File: src/design/dmos_pkg.sv
/*
 * Constants and types shared by the monitor output scaler.
 * Assumes a single 125 MHz clock and an AXI4-Lite register bus.
 */
`default_nettype none
package dmos_pkg;
    // ************************************************
    // Timing
    // ************************************************
    localparam int CLOCK_PERIOD_NS = 8;
    localparam int UPDATE_PERIOD_NS = 1000;
    localparam int UPDATE_CYCLES = UPDATE_PERIOD_NS / CLOCK_PERIOD_NS;
    localparam logic [6:0] UPDATE_COUNT_MAX = 7'(UPDATE_CYCLES - 1);

    // ************************************************
    // Bus and register map
    // ************************************************
    localparam int ADDR_W = 12;
    localparam logic [9:0] CTRL_INDEX = 10'h0F6;
    localparam logic [9:0] STATUS_INDEX = 10'h0F7;
    localparam logic [11:0] CTRL_BYTE_ADDR = {CTRL_INDEX, 2'b00};
    localparam logic [11:0] STATUS_BYTE_ADDR = {STATUS_INDEX, 2'b00};
    localparam logic [1:0] RESP_OKAY = 2'h0;
    localparam logic [1:0] RESP_SLVERR = 2'h2;

    // ************************************************
    // Control register fields
    // ************************************************
    localparam int VAR_ADDR_LSB = 0;
    localparam int VAR_ADDR_W = 14;
    localparam int RANGE_BIT = 14;
    localparam int LIN_LSB = 15;
    localparam int LIN_W = 4;
    localparam int POW2_LSB = 19;
    localparam int POW2_W = 4;
    localparam logic [13:0] VAR_ADDR_RESET = 14'h0000;
    localparam logic RANGE_RESET = 1'b0;
    localparam logic [3:0] LIN_RESET = 4'h8;
    localparam logic [3:0] POW2_RESET = 4'h0;
    localparam logic [31:0] CTRL_WMASK = 32'h007FFFFF;

    // ************************************************
    // Scaling and output coding
    // ************************************************
    localparam int LIN_DIV_SHIFT = 3;
    localparam int POW2_SHIFT_W = 5;
    localparam int PU_FRAC_BITS = 15;
    localparam logic signed [63:0] PU_ONE = 64'sh0000000000008000;
    localparam int DAC_W = 12;
    localparam logic signed [63:0] DAC_FULL = 64'sh0000000000000FFF;

    // ************************************************
    // Bus state machines
    // ************************************************
    typedef enum logic [1:0] {
        WR_IDLE = 2'b01,
        WR_RESP = 2'b10
    } dmos_wr_state_t;
    typedef enum logic [1:0] {
        RD_IDLE = 2'b01,
        RD_DATA = 2'b10
    } dmos_rd_state_t;
endpackage
`default_nettype wire

File: src/design/dmos_rate_divider.sv
/*
 * Update-rate divider: one-cycle enable pulse per output update.
 * Assumes the system clock; no other domain is involved.
 */
`timescale 1ns/1ps
`default_nettype none
module dmos_rate_divider (
    input wire logic clock,
    input wire logic srst,
    output logic tick
);
    import dmos_pkg::*;

    logic [6:0] count_ff;
    logic [6:0] nxt_count;
    logic tick_ff;
    logic nxt_tick;

    // ************************************************
    // Counter
    // ************************************************
    // Wraps at the update period and flags the wrap
    always_comb begin
        nxt_tick = (count_ff == UPDATE_COUNT_MAX);
        nxt_count = nxt_tick ? 7'h00 : count_ff + 7'h01;
    end

    always_ff @(posedge clock) begin
        if (srst) begin
            count_ff <= 7'h00;
            tick_ff <= 1'b0;
        end else begin
            count_ff <= nxt_count;
            tick_ff <= nxt_tick;
        end
    end

    assign tick = tick_ff;
endmodule
`default_nettype wire

File: src/design/dmos_scaler.sv
/*
 * Scales the monitored variable and maps it onto the DAC code.
 * Assumes the variable is signed per-unit with 15 fraction bits
 * and arrives from logic on the same clock.
 */
`timescale 1ns/1ps
`default_nettype none
module dmos_scaler (
    input wire logic clock,
    input wire logic srst,
    input wire logic sample_en,
    input wire logic [31:0] variable_value,
    input wire logic [3:0] lin_scale,
    input wire logic [3:0] pow2_select,
    input wire logic single_sided,
    output logic [11:0] code,
    output logic code_strobe,
    output logic clipped
);
    import dmos_pkg::*;

    logic [11:0] code_ff;
    logic [11:0] nxt_code;
    logic strobe_ff;
    logic clip_ff;
    logic nxt_clip;

    // ************************************************
    // Scale, clip and code
    // ************************************************
    // 64-bit path so a shift of 15 on a 32-bit value cannot wrap
    always_comb begin
        logic signed [63:0] v;
        logic signed [63:0] scaled;
        logic signed [63:0] lo;
        logic signed [63:0] sat;
        logic signed [63:0] full;
        logic [POW2_SHIFT_W-1:0] shift;
        v = {{32{variable_value[31]}}, variable_value};
        scaled = 64'sh0;
        lo = 64'sh0;
        sat = 64'sh0;
        full = 64'sh0;
        shift = {1'b0, pow2_select}; // Width caps it at 15
        if (lin_scale != 4'h0) begin
            scaled = (v * $signed({60'h0, lin_scale})) >>> LIN_DIV_SHIFT;
        end else begin
            scaled = v <<< shift; // Zero factor selects power of two
        end
        // Single-sided clips at 0 pu, otherwise at -1 pu
        lo = single_sided ? 64'sh0 : -PU_ONE;
        nxt_clip = (scaled > PU_ONE) || (scaled < lo);
        if (scaled > PU_ONE) begin
            sat = PU_ONE;
        end else if (scaled < lo) begin
            sat = lo;
        end else begin
            sat = scaled;
        end
        if (single_sided) begin
            full = (sat * DAC_FULL) >>> PU_FRAC_BITS; // 0 pu to 0V, 1 pu to full
        end else begin
            full = ((sat + PU_ONE) * DAC_FULL) >>> (PU_FRAC_BITS + 1); // Mid-scale offset
        end
        nxt_code = full[DAC_W-1:0];
    end

    // Output only moves on the update pulse
    always_ff @(posedge clock) begin
        if (srst) begin
            code_ff <= 12'h000;
            strobe_ff <= 1'b0;
            clip_ff <= 1'b0;
        end else begin
            strobe_ff <= sample_en;
            if (sample_en) begin
                code_ff <= nxt_code;
                clip_ff <= nxt_clip;
            end
        end
    end

    assign code = code_ff;
    assign code_strobe = strobe_ff;
    assign clipped = clip_ff;
endmodule
`default_nettype wire

File: src/design/dmos_top.sv
/*
 * Second DAC monitor channel: control register on AXI4-Lite,
 * variable selection, scaling and DAC code generation.
 * Assumes the variable store answers the address combinationally
 * or with a fixed latency on the same clock, and a DAC that takes
 * a 12-bit code where 0 is 0V and all ones is 3V.
 */
`timescale 1ns/1ps
`default_nettype none
// Overview of operation
// - Nonzero 4-bit linear factor, bits 18:15, reset 8, scales by factor/8.
// - Bits 22:19 multiply by two to that power only when linear factor zero.
// - Zero linear factor means enumerated power-of-two scaling, at most 15.
// - Range bit 14 set: 0 pu gives 0V, 1 pu gives 3V.
// - Range bit clear (reset): -1 pu gives 0V, +1 pu 3V, 1.5V centre.
// - Readable writable 14-bit address, bits 13:0, reset zero, picks the variable.
module dmos_top (
    input wire logic clock,
    input wire logic srst,
    input wire logic [dmos_pkg::ADDR_W-1:0] s_axi_awaddr,
    input wire logic s_axi_awvalid,
    output logic s_axi_awready,
    input wire logic [31:0] s_axi_wdata,
    input wire logic [3:0] s_axi_wstrb,
    input wire logic s_axi_wvalid,
    output logic s_axi_wready,
    output logic [1:0] s_axi_bresp,
    output logic s_axi_bvalid,
    input wire logic s_axi_bready,
    input wire logic [dmos_pkg::ADDR_W-1:0] s_axi_araddr,
    input wire logic s_axi_arvalid,
    output logic s_axi_arready,
    output logic [31:0] s_axi_rdata,
    output logic [1:0] s_axi_rresp,
    output logic s_axi_rvalid,
    input wire logic s_axi_rready,
    output logic [13:0] monitored_variable_address,
    input wire logic [31:0] monitored_variable_value,
    output logic [11:0] monitor_output_two,
    output logic monitor_output_two_strobe,
    output logic monitor_output_two_clipped
);
    import dmos_pkg::*;

    // ************************************************
    // Declarations
    // ************************************************
    dmos_wr_state_t wr_state_ff;
    dmos_wr_state_t nxt_wr_state;
    logic aw_held_ff;
    logic nxt_aw_held;
    logic w_held_ff;
    logic nxt_w_held;
    logic [ADDR_W-1:0] awaddr_ff;
    logic [ADDR_W-1:0] nxt_awaddr;
    logic [31:0] wdata_ff;
    logic [31:0] nxt_wdata;
    logic [3:0] wstrb_ff;
    logic [3:0] nxt_wstrb;
    logic [1:0] bresp_ff;
    logic [1:0] nxt_bresp;

    dmos_rd_state_t rd_state_ff;
    dmos_rd_state_t nxt_rd_state;
    logic [31:0] rdata_ff;
    logic [31:0] nxt_rdata;
    logic [1:0] rresp_ff;
    logic [1:0] nxt_rresp;

    logic [31:0] ctrl_ff;
    logic [31:0] nxt_ctrl;
    logic [31:0] merged_word;
    logic [31:0] ctrl_read_word;
    logic [31:0] status_word;

    logic aw_fire;
    logic w_fire;
    logic ar_fire;
    logic aw_have;
    logic w_have;
    logic [ADDR_W-1:0] wr_addr;
    logic [31:0] wr_data;
    logic [3:0] wr_strb;
    logic wr_commit;
    logic ctrl_write;

    logic update_tick;
    logic [11:0] scaled_code;
    logic scaled_strobe;
    logic scaled_clip;

    // ************************************************
    // Write channel handshakes
    // ************************************************
    // Address and data are each taken once, in either order
    assign s_axi_awready = (wr_state_ff == WR_IDLE) && !aw_held_ff;
    assign s_axi_wready = (wr_state_ff == WR_IDLE) && !w_held_ff;
    assign aw_fire = s_axi_awvalid && s_axi_awready;
    assign w_fire = s_axi_wvalid && s_axi_wready;
    assign aw_have = aw_held_ff || aw_fire;
    assign w_have = w_held_ff || w_fire;
    assign wr_addr = aw_held_ff ? awaddr_ff : s_axi_awaddr;
    assign wr_data = w_held_ff ? wdata_ff : s_axi_wdata;
    assign wr_strb = w_held_ff ? wstrb_ff : s_axi_wstrb;
    assign wr_commit = (wr_state_ff == WR_IDLE) && aw_have && w_have;
    assign ctrl_write = wr_commit && (wr_addr[ADDR_W-1:2] == CTRL_INDEX);

    // ************************************************
    // Write state machine
    // ************************************************
    // Response waits until both halves are in; one write at a time
    always_comb begin
        nxt_wr_state = wr_state_ff;
        nxt_aw_held = aw_held_ff;
        nxt_w_held = w_held_ff;
        nxt_awaddr = awaddr_ff;
        nxt_wdata = wdata_ff;
        nxt_wstrb = wstrb_ff;
        nxt_bresp = bresp_ff;
        unique case (wr_state_ff)
            WR_IDLE: begin
                if (aw_fire) begin
                    nxt_aw_held = 1'b1;
                    nxt_awaddr = s_axi_awaddr;
                end
                if (w_fire) begin
                    nxt_w_held = 1'b1;
                    nxt_wdata = s_axi_wdata;
                    nxt_wstrb = s_axi_wstrb;
                end
                if (wr_commit) begin
                    nxt_wr_state = WR_RESP;
                    // Status is read-only, so a write there is an error
                    nxt_bresp = ctrl_write ? RESP_OKAY : RESP_SLVERR;
                end
            end
            WR_RESP: begin
                if (s_axi_bready) begin
                    nxt_wr_state = WR_IDLE;
                    nxt_aw_held = 1'b0;
                    nxt_w_held = 1'b0;
                end
            end
        endcase
    end

    always_ff @(posedge clock) begin
        if (srst) begin
            wr_state_ff <= WR_IDLE;
            aw_held_ff <= 1'b0;
            w_held_ff <= 1'b0;
            awaddr_ff <= '0;
            wdata_ff <= 32'h00000000;
            wstrb_ff <= 4'h0;
            bresp_ff <= RESP_OKAY;
        end else begin
            wr_state_ff <= nxt_wr_state;
            aw_held_ff <= nxt_aw_held;
            w_held_ff <= nxt_w_held;
            awaddr_ff <= nxt_awaddr;
            wdata_ff <= nxt_wdata;
            wstrb_ff <= nxt_wstrb;
            bresp_ff <= nxt_bresp;
        end
    end

    assign s_axi_bvalid = (wr_state_ff == WR_RESP);
    assign s_axi_bresp = bresp_ff;

    // ************************************************
    // Control register
    // ************************************************
    // Byte-lane merge, one lane per strobe bit
    for (genvar lane = 0; lane < 4; lane++) begin : g_lane
        assign merged_word[lane*8 +: 8] = wr_strb[lane] ? wr_data[lane*8 +: 8] : ctrl_ff[lane*8 +: 8];
    end

    // Reserved bits never leave zero, whatever is written
    always_comb begin
        nxt_ctrl = ctrl_ff;
        if (ctrl_write) begin
            nxt_ctrl = merged_word & CTRL_WMASK;
        end
    end

    always_ff @(posedge clock) begin
        if (srst) begin
            ctrl_ff <= 32'h00000000;
            ctrl_ff[VAR_ADDR_LSB +: VAR_ADDR_W] <= VAR_ADDR_RESET;
            ctrl_ff[RANGE_BIT] <= RANGE_RESET; // Bipolar after reset
            ctrl_ff[LIN_LSB +: LIN_W] <= LIN_RESET; // Unity factor after reset
            ctrl_ff[POW2_LSB +: POW2_W] <= POW2_RESET;
        end else begin
            ctrl_ff <= nxt_ctrl;
        end
    end

    // ************************************************
    // Read-back words
    // ************************************************
    // Scaling and range fields are write-only and read as zero;
    // only the variable address comes back
    always_comb begin
        ctrl_read_word = 32'h00000000;
        ctrl_read_word[VAR_ADDR_LSB +: VAR_ADDR_W] = ctrl_ff[VAR_ADDR_LSB +: VAR_ADDR_W];
        status_word = 32'h00000000;
        status_word[DAC_W-1:0] = scaled_code;
        status_word[DAC_W] = scaled_clip;
    end

    // ************************************************
    // Read state machine
    // ************************************************
    // Data is captured at address time so it holds while rvalid waits
    assign s_axi_arready = (rd_state_ff == RD_IDLE);
    assign ar_fire = s_axi_arvalid && s_axi_arready;

    always_comb begin
        nxt_rd_state = rd_state_ff;
        nxt_rdata = rdata_ff;
        nxt_rresp = rresp_ff;
        unique case (rd_state_ff)
            RD_IDLE: begin
                if (ar_fire) begin
                    nxt_rd_state = RD_DATA;
                    nxt_rresp = RESP_OKAY;
                    if (s_axi_araddr[ADDR_W-1:2] == CTRL_INDEX) begin
                        nxt_rdata = ctrl_read_word;
                    end else if (s_axi_araddr[ADDR_W-1:2] == STATUS_INDEX) begin
                        nxt_rdata = status_word;
                    end else begin
                        nxt_rdata = 32'h00000000;
                        nxt_rresp = RESP_SLVERR;
                    end
                end
            end
            RD_DATA: begin
                if (s_axi_rready) begin
                    nxt_rd_state = RD_IDLE;
                end
            end
        endcase
    end

    always_ff @(posedge clock) begin
        if (srst) begin
            rd_state_ff <= RD_IDLE;
            rdata_ff <= 32'h00000000;
            rresp_ff <= RESP_OKAY;
        end else begin
            rd_state_ff <= nxt_rd_state;
            rdata_ff <= nxt_rdata;
            rresp_ff <= nxt_rresp;
        end
    end

    assign s_axi_rvalid = (rd_state_ff == RD_DATA);
    assign s_axi_rdata = rdata_ff;
    assign s_axi_rresp = rresp_ff;

    // ************************************************
    // Variable selection and scaling
    // ************************************************
    // The address goes straight from the register; any offset may be
    // driven out, keeping to listed ones is up to software
    assign monitored_variable_address = ctrl_ff[VAR_ADDR_LSB +: VAR_ADDR_W];

    // Fixed update rate keeps the DAC from seeing mid-write settings
    dmos_rate_divider u_rate (
        .clock(clock),
        .srst(srst),
        .tick(update_tick)
    );

    dmos_scaler u_scaler (
        .clock(clock),
        .srst(srst),
        .sample_en(update_tick),
        .variable_value(monitored_variable_value),
        .lin_scale(ctrl_ff[LIN_LSB +: LIN_W]),
        .pow2_select(ctrl_ff[POW2_LSB +: POW2_W]),
        .single_sided(ctrl_ff[RANGE_BIT]),
        .code(scaled_code),
        .code_strobe(scaled_strobe),
        .clipped(scaled_clip)
    );

    assign monitor_output_two = scaled_code;
    assign monitor_output_two_strobe = scaled_strobe;
    assign monitor_output_two_clipped = scaled_clip;
endmodule
`default_nettype wire

File: config.mk
export PLATFORM = sky130hd
export DESIGN_NAME = dmos_top
export DESIGN_NICKNAME = d
export VERILOG_FILES = /design/src/design/dmos_pkg.sv /design/src/design/dmos_rate_divider.sv /design/src/design/dmos_scaler.sv /design/src/design/dmos_top.sv
export SDC_FILE = /design/constraint.sdc
export NUM_CORES = 1
export LEC_CHECK = 0
export BUFFER_PORTS_ARGS = -buffer_cell sky130_fd_sc_hd__clkbuf_2
export CORE_ASPECT_RATIO = 1.4
export CORE_MARGIN = 4
export CORE_UTILIZATION = 54
export DETAILED_ROUTE_END_ITERATION = 12
export GPL_TIMING_DRIVEN = 0
export MAX_ROUTING_LAYER = met4
export PLACE_DENSITY = 0.76
export SLEW_MARGIN = 15
export SYNTH_ARGS = -nofsm -noshare
export SYNTH_HDL_FRONTEND = slang
export SYNTH_SLANG_ARGS = --single-unit
export TNS_END_PERCENT = 20
File: constraint.sdc
create_clock -name clock -period 12.1 [get_ports clock]
set_input_delay 0.605 -clock clock [delete_from_list [all_inputs] [get_ports clock]]
set_output_delay 0.605 -clock clock [all_outputs]
set_load 0.02 [all_outputs]
==> results of run 1 <==
[layout make-up]
cell class,count,area share [%]
Clock inverter,6,0.247
Inverter,412,6.13
Sequential cell,103,8.16
Timing Repair Buffer,256,6.54
Tap cell,522,2.57
Buffer,132,3.61
Multi-Input combinational cell,1804,71.8
Clock buffer,10,0.902
[per-layer routing]
metal	vias up	share of wire [%]	wire length [um]	track usage, %
li1	8572	-	-	-
met1	9239	35	24000	35.2
met2	830	51	34900	59.2
met3	313	5.5	3730	3.31
met4	0	7.8	5300	20.3
met5	-	0	0	-
[critical path, delay by kind of cell, from the launching register on]
family	cells	cell delay, ns
fa+ha+maj	12	5.01
simple gates	7	0.83
compound gates	20	3.89
mux	1	0.21
flops	1	0.49
buf+inv	12	1.26
xor+xnor	3	0.67
[power groups by stage]
stage	Sequential (mW)	Combinational (mW)	Clock, mW
detailed placement	0.369	2.73	0
global placement	0.368	2.65	0
floorplan	0.368	2.12	0
finish	0.361	3.16	0.290
CTS	0.361	3.01	0.293
global route	0.363	3.49	0.308
[worst paths after layout]
path	start	end
min	wdata_ff[12]$_SDFFE_PP0P_	wdata_ff[12]$_SDFFE_PP0P_
max reg2reg	ctrl_ff[17]$_SDFFE_PP0P_	u_scaler.code[11]$_SDFFE_PP0P_
min reg2reg	wdata_ff[12]$_SDFFE_PP0P_	wdata_ff[12]$_SDFFE_PP0P_
max	ctrl_ff[17]$_SDFFE_PP0P_	u_scaler.code[11]$_SDFFE_PP0P_
[state kept, by name, indices dropped and copies added, names as in the netlist]
| signal | flops |
|---|---|
| ctrl_ff | 23 |
| wdata_ff | 23 |
| s_axi_rdata | 14 |
| u_scaler.code | 12 |
| awaddr_ff | 10 |
| u_rate.count_ff | 7 |
| wstrb_ff | 3 |
| rd_state_ff | 2 |
| wr_state_ff | 2 |
| aw_held_ff | 1 |
| s_axi_bresp | 1 |
| s_axi_rresp | 1 |
| u_rate.tick | 1 |
| u_scaler.clipped | 1 |
| u_scaler.code_strobe | 1 |
| w_held_ff | 1 |
[Yosys cell counts, types with 60 or more instances]
| cell type | n |
|---|---|
| fa_1 | 280 |
| dfxtp_1 | 103 |
| a21oi_1 | 143 |
| clkbuf_1 | 65 |
| mux2i_1 | 74 |
| nand2_1 | 225 |
| o21ai_0 | 60 |
| and2_1 | 121 |
| ha_1 | 187 |
| inv_1 | 409 |
| xnor2_1 | 67 |
| nor2_1 | 133 |
[metrics by stage]
stage	std cells	TNS [ns]	util (%)
4_1_cts	3223	-0.723	64.8
3_5_place_dp	3104	-26.36	58.7
5_1_grt	3245	-4.15	66.1
3_3_place_gp	3104	-25.48	58.7
2_1_floorplan	2452	0	-
6_report	3245	-1.47	66.1
[what timing repair did]
item                                   4_1_cts  5_1_grt
gates cloned                                 4        0
buffers inserted                           101       22
setup endpoints to repair                   12       11
gates resized for setup                    263       81
endpoints found under the hold margin        0        0
pin swaps                                  130       59
[logic make-up (layout without fill, tap and decap cells)]
| kind of cell | after synthesis | after routing | share of synthesized area (%) |
|---|---|---|---|
| and+or+nand+nor | 659 | 659 | 15.6 |
| buffers and inverters | 545 | 816 | 10.7 |
| adders and majority gates | 469 | 469 | 38.1 |
| AOI/OAI and AO/OA | 428 | 428 | 13.5 |
| muxes | 126 | 126 | 7.80 |
| DFF | 103 | 103 | 9.86 |
| xor gates and xnor gates | 102 | 102 | 4.44 |
| other | 1 | 20 | 0.0179 |
==> metrics.md, run 1 <==
| Metric | Value |
|---|---|
| Status | finished with violations |
| Failing checks | negative setup slack |
| Least-Margin Pin Slew | 1.27 ns |
| Post-synthesis area per instance | 8.60 um2 |
| Max stage delay on crit path | 0.61 ns |
| Layout cells sized above 1 | 24.1% |
| Min-Delay Path Class | register to register |
| Slew margin rel. | 14.5% |
| Crit path required time | 12.32 ns |
| MaxCap Viol Count | 0 |
| Wire per inst | 20.9 um |
| Share of the synthesized area in the top cell type | 26.8% |
| Gr ovfl total | 0 |
| Leading area contributor after synthesis | fa_1 |
| Final hold violations | 0 |
| PwrDens | 150 nW/um2 |
| Post-placement cell area | 22500 um2 |
| Setup slack at placement | -3.03 ns |
| I/O pin total | 168 |
| Nets@finish | 3284 |
| CTS Buffer Depth | 2 |
| Filler cells | 3129 |
| FF+latch area | 2070 um2 |
| Row count | 85 |
| Detailed placement HPWL | 54.8 mm |
| Worst EP arrival | 12.77 ns |
| Num CTS Buffers | 9 |
| Worst clock skew | 0.00943 ns |
| Finished Cell Area | 25400 um2 |
| Worst Setup End Kind | register |
| Die Y | 241 um |
| ANT cells | 0 |
| Post-synthesis sequential area ratio | 9.86% |
| R2r worst-path depth | 55 |
| Unrepaired setup endpoints after global routing | yes |
| Final ANT Viol Nets | 0 |
| CTS tree | yes |
| Crit-path slowest cell | fa_2 |
| FFs w/ async S/R, synth | 0% |
| Overall power | 3.81 mW |
| Worst hold path depth | 2 |
| Clock transition at the registers of the reported paths | 0.08 ns |
| Final period utilization | 104% |
| Initial antenna violation count | 0 |
| Switching share of power | 49.2% |
| DRT iter0 DRCs | 1196 |
| DIE AREA | 42000 um2 |
| DR vias | 18954 |
| Area of the core | 38400 um2 |
| Max VDD drop | 340 uV |
| Ys Warns | 0 |
| Leak | 11.9 nW |
| Post-synth EDFFs | 0 |
| Fmax | 0.0797 GHz |
| FF-to-FF setup slack | -0.45 ns |
| Gr usage total | 33.1% |
| Distinct cells, synth | 95 |
| Reg power frac | 9.5% |
| Vias in the first global route | 20127 |
| Minimum clock period | 12.55 ns |
| Most frequent cells in the layout | inv_1, fa_1, nand2_1 |
| 1st-pass router iterations | 6 |
| P_sw | 1.88 mW |
| Synth Register Bits | 103 |
| Cells after synthesis | 2433 |
| # hold bufs at CTS | 0 |
| CP Class | register to register |
| Vias per cell | 5.84 |
| PnR worst setup slack | -0.448 ns |
| Synthesized area | 20900 um2 |
| Clock share of power | 7.6% |
| Largest net degree at the start of global routing | 34 |
| Synth area leaders | fa_1, ha_1, dfxtp_1 |
| Critical Path Start Type | register |
| Routability cong. | 1.03 |
| Port Buffers | 130 |
| Final Max Slew Viols | 0 |
| P&R area growth vs syn | 21.4% |
| WL final | 68.0 mm |
| CTS H-tree lvls | 3 |
| WHS | 0.456 ns |
| Most common cell after layout, fill and taps aside | inv_1 |
| Internal | 1.94 mW |
| CTS root buf | clkbuf_16 |
| Comb power frac | 82.9% |
| Initial Util | 54.5% |
| Finish-stage setup viols | 5 |
| Skew-Pair Late Insertion Delay | 0.35 ns |
| Width of the die | 174 um |
| Clock tree sinks | 103 |
| First-pass GRT wire length | 107 mm |
| Remaining DRCs | 0 |
| Predominant post-synthesis flop cell | dfxtp_1 |
| Crit-path max FO | 8 |
| Multi-input logic area | 18200 um2 |
| CP most frequent cell | fa_1 |
Note: power is estimated with default switching activity, not from simulation.
==> inputs of run 2 (changes only) <==
- PLACE_DENSITY: 0.76 -> 0.73
- clock period: 12.1 -> 13.9 ns (I/O delays scaled with it)
==> run 2 against run 1 <==
The run now ends clean. Critical endpoint unchanged. Final area decreased by 8.0%. Cell count decreased by 3.0%. Combinational power shrank 20%. Global-route usage shrank 0.52 points. Core utilization shrank 5.3 points.
==> metrics.md, run 2 (synthesis results as in run 1) <==
| Metric | Value |
|---|---|
| DIE AREA | 42000 um2 |
| Crit path required time | 14.12 ns |
| FF+latch area | 2070 um2 |
| 1st-pass router iterations | 6 |
| PwrDens | 133 nW/um2 |
| Gr ovfl total | 0 |
| Setup TNS Final | 0 ns |
| CP Capture Point | u_scaler.code[11]$_SDFFE_PP0P_ |
| # hold bufs at CTS | 0 |
| Max stage delay on crit path | 0.64 ns |
| Non-Filler Instances | 3149 |
| Leak | 11.3 nW |
| Worst Setup End Kind | register |
| Skew-Pair Late Insertion Delay | 0.36 ns |
| Fmax | 0.0743 GHz |
| P&R area growth vs syn | 11.7% |
| CTS tree | yes |
| Worst EP arrival | 13.67 ns |
| Minimum clock period | 13.45 ns |
| First-pass GRT wire length | 104 mm |
| Worst reg2reg startpoint | ctrl_ff[17]$_SDFFE_PP0P_ |
| Die Y | 241 um |
| Routability cong. | 1.04 |
| Width of the die | 174 um |
| Critical Path Start Type | input pin |
| Finish-stage setup viols | 0 |
| Num CTS Buffers | 9 |
| CP most frequent cell | fa_1 |
| Multi-input logic area | 17200 um2 |
| Crit-path max FO | 10 |
| Final Max Slew Viols | 0 |
| Dpl cells | 3104 |
| DR vias | 18275 |
| Area of the core | 38400 um2 |
| Least-Margin Pin Slew | 1.02 ns |
| Overall power | 3.11 mW |
| Gr usage total | 32.5% |
| Clock transition at the registers of the reported paths | 0.08 ns |
| Clock tree sinks | 103 |
| Nets@finish | 3189 |
| CP Class | input pin to register |
| CTS root buf | clkbuf_16 |
| MaxCap Viol Count | 0 |
| Worst hold path depth | 2 |
| Most frequent cells in the layout | inv_1, fa_1, nand2_1 |
| WHS | 0.458 ns |
| Largest net degree at the start of global routing | 34 |
| Slew margin rel. | 31.1% |
| Final hold violations | 0 |
| Port Buffers | 130 |
| Initial Util | 54.5% |
| Most common cell after layout, fill and taps aside | inv_1 |
| Final Util | 60.8% |
| Remaining DRCs | 0 |
| I/O pin total | 168 |
| Status | complete, no violations |
| Layout cells sized above 1 | 15.9% |
| Vias per cell | 5.80 |
| R2r worst-path depth | 52 |
| Final period utilization | 96.8% |
| Detailed placement HPWL | 55.9 mm |
| Reg-to-Reg End | u_scaler.code[11]$_SDFFE_PP0P_ |
| WL final | 66.1 mm |
| Setup crit start | monitored_variable_value[4] |
| Final ANT Viol Nets | 0 |
| Filler cells | 3434 |
| CTS Buffer Depth | 2 |
| FF-to-FF setup slack | 0.45 ns |
| Initial antenna violation count | 0 |
| DRT iter0 DRCs | 1093 |
| Worst clock skew | 0.0149 ns |
| Min-Delay Path Class | register to register |
| Vias in the first global route | 19008 |
| ANT cells | 0 |
| CTS H-tree lvls | 3 |
| Wire per inst | 21.0 um |
| Crit-path slowest cell | fa_2 |
| Row count | 85 |
| Max VDD drop | 298 uV |
-- run 2: per-stage QoR --
stage | worst slack [ns] | instance area (um2)
6_report | 0.448 | 23400
2_1_floorplan | 0.830 | 21000
5_1_grt | -0.0501 | 23400
3_5_place_dp | -2.42 | 22300
3_3_place_gp | -2.25 | 22300
4_1_cts | 0.00636 | 23000
-- run 2: how the worst min path moves through the flow --
stage / start / end / slack, ns
final: wdata_ff[22]$_SDFFE_PP0P_ / wdata_ff[22]$_SDFFE_PP0P_ / 0.46
after global routing: wdata_ff[22]$_SDFFE_PP0P_ / wdata_ff[22]$_SDFFE_PP0P_ / 0.48
after CTS: wdata_ff[22]$_SDFFE_PP0P_ / wdata_ff[22]$_SDFFE_PP0P_ / 0.46
after detailed placement: wdata_ff[16]$_SDFFE_PP0P_ / wdata_ff[16]$_SDFFE_PP0P_ / 0.45
after global placement: awaddr_ff[11]$_SDFFE_PP0P_ / awaddr_ff[11]$_SDFFE_PP0P_ / 0.44
after floorplan: u_rate.count_ff[0]$_SDFF_PP0_ / u_rate.count_ff[0]$_SDFF_PP0_ / 0.43
-- run 2: per-layer routing --
| metal | GRT usage, % | part of all wire [%] | up-vias |
|---|---|---|---|
| li1 | - | - | 8390 |
| met1 | 35.2 | 36 | 9002 |
| met2 | 59.2 | 53 | 669 |
| met3 | 2.66 | 4.4 | 214 |
| met4 | 17.8 | 6.5 | 0 |
| met5 | - | 0 | - |
-- run 2: final cells by class --
class / count / area share (%)
Buffer: 131 / 3.23
Clock buffer: 9 / 0.964
Clock inverter: 6 / 0.279
Inverter: 412 / 6.62
Multi-Input combinational cell: 1804 / 73.4
Sequential cell: 103 / 8.87
Tap cell: 522 / 2.80
Timing Repair Buffer: 162 / 3.81
-- run 2: report_power, final --
group          leakage [nW]  total [mW]  internal [mW]  switching (mW)
registers             0.837       0.314          0.307         0.00722
logic                  10.3        2.54           1.10            1.44
clock network         0.143       0.253          0.126           0.126
-- run 2: repair_timing --
action,in CTS,in global routing
pin swaps,13,20
endpoints found under the setup margin,12,8
resized for setup,83,60
setup buffers,12,20
-- run 2: critical path: cells and delay by family --
kind            cells  cell delay, ns
xor+xnor            4            0.77
compound gates     20            4.17
fa+ha+maj          12            5.54
simple gates       11            1.66
buf+inv             5            0.80
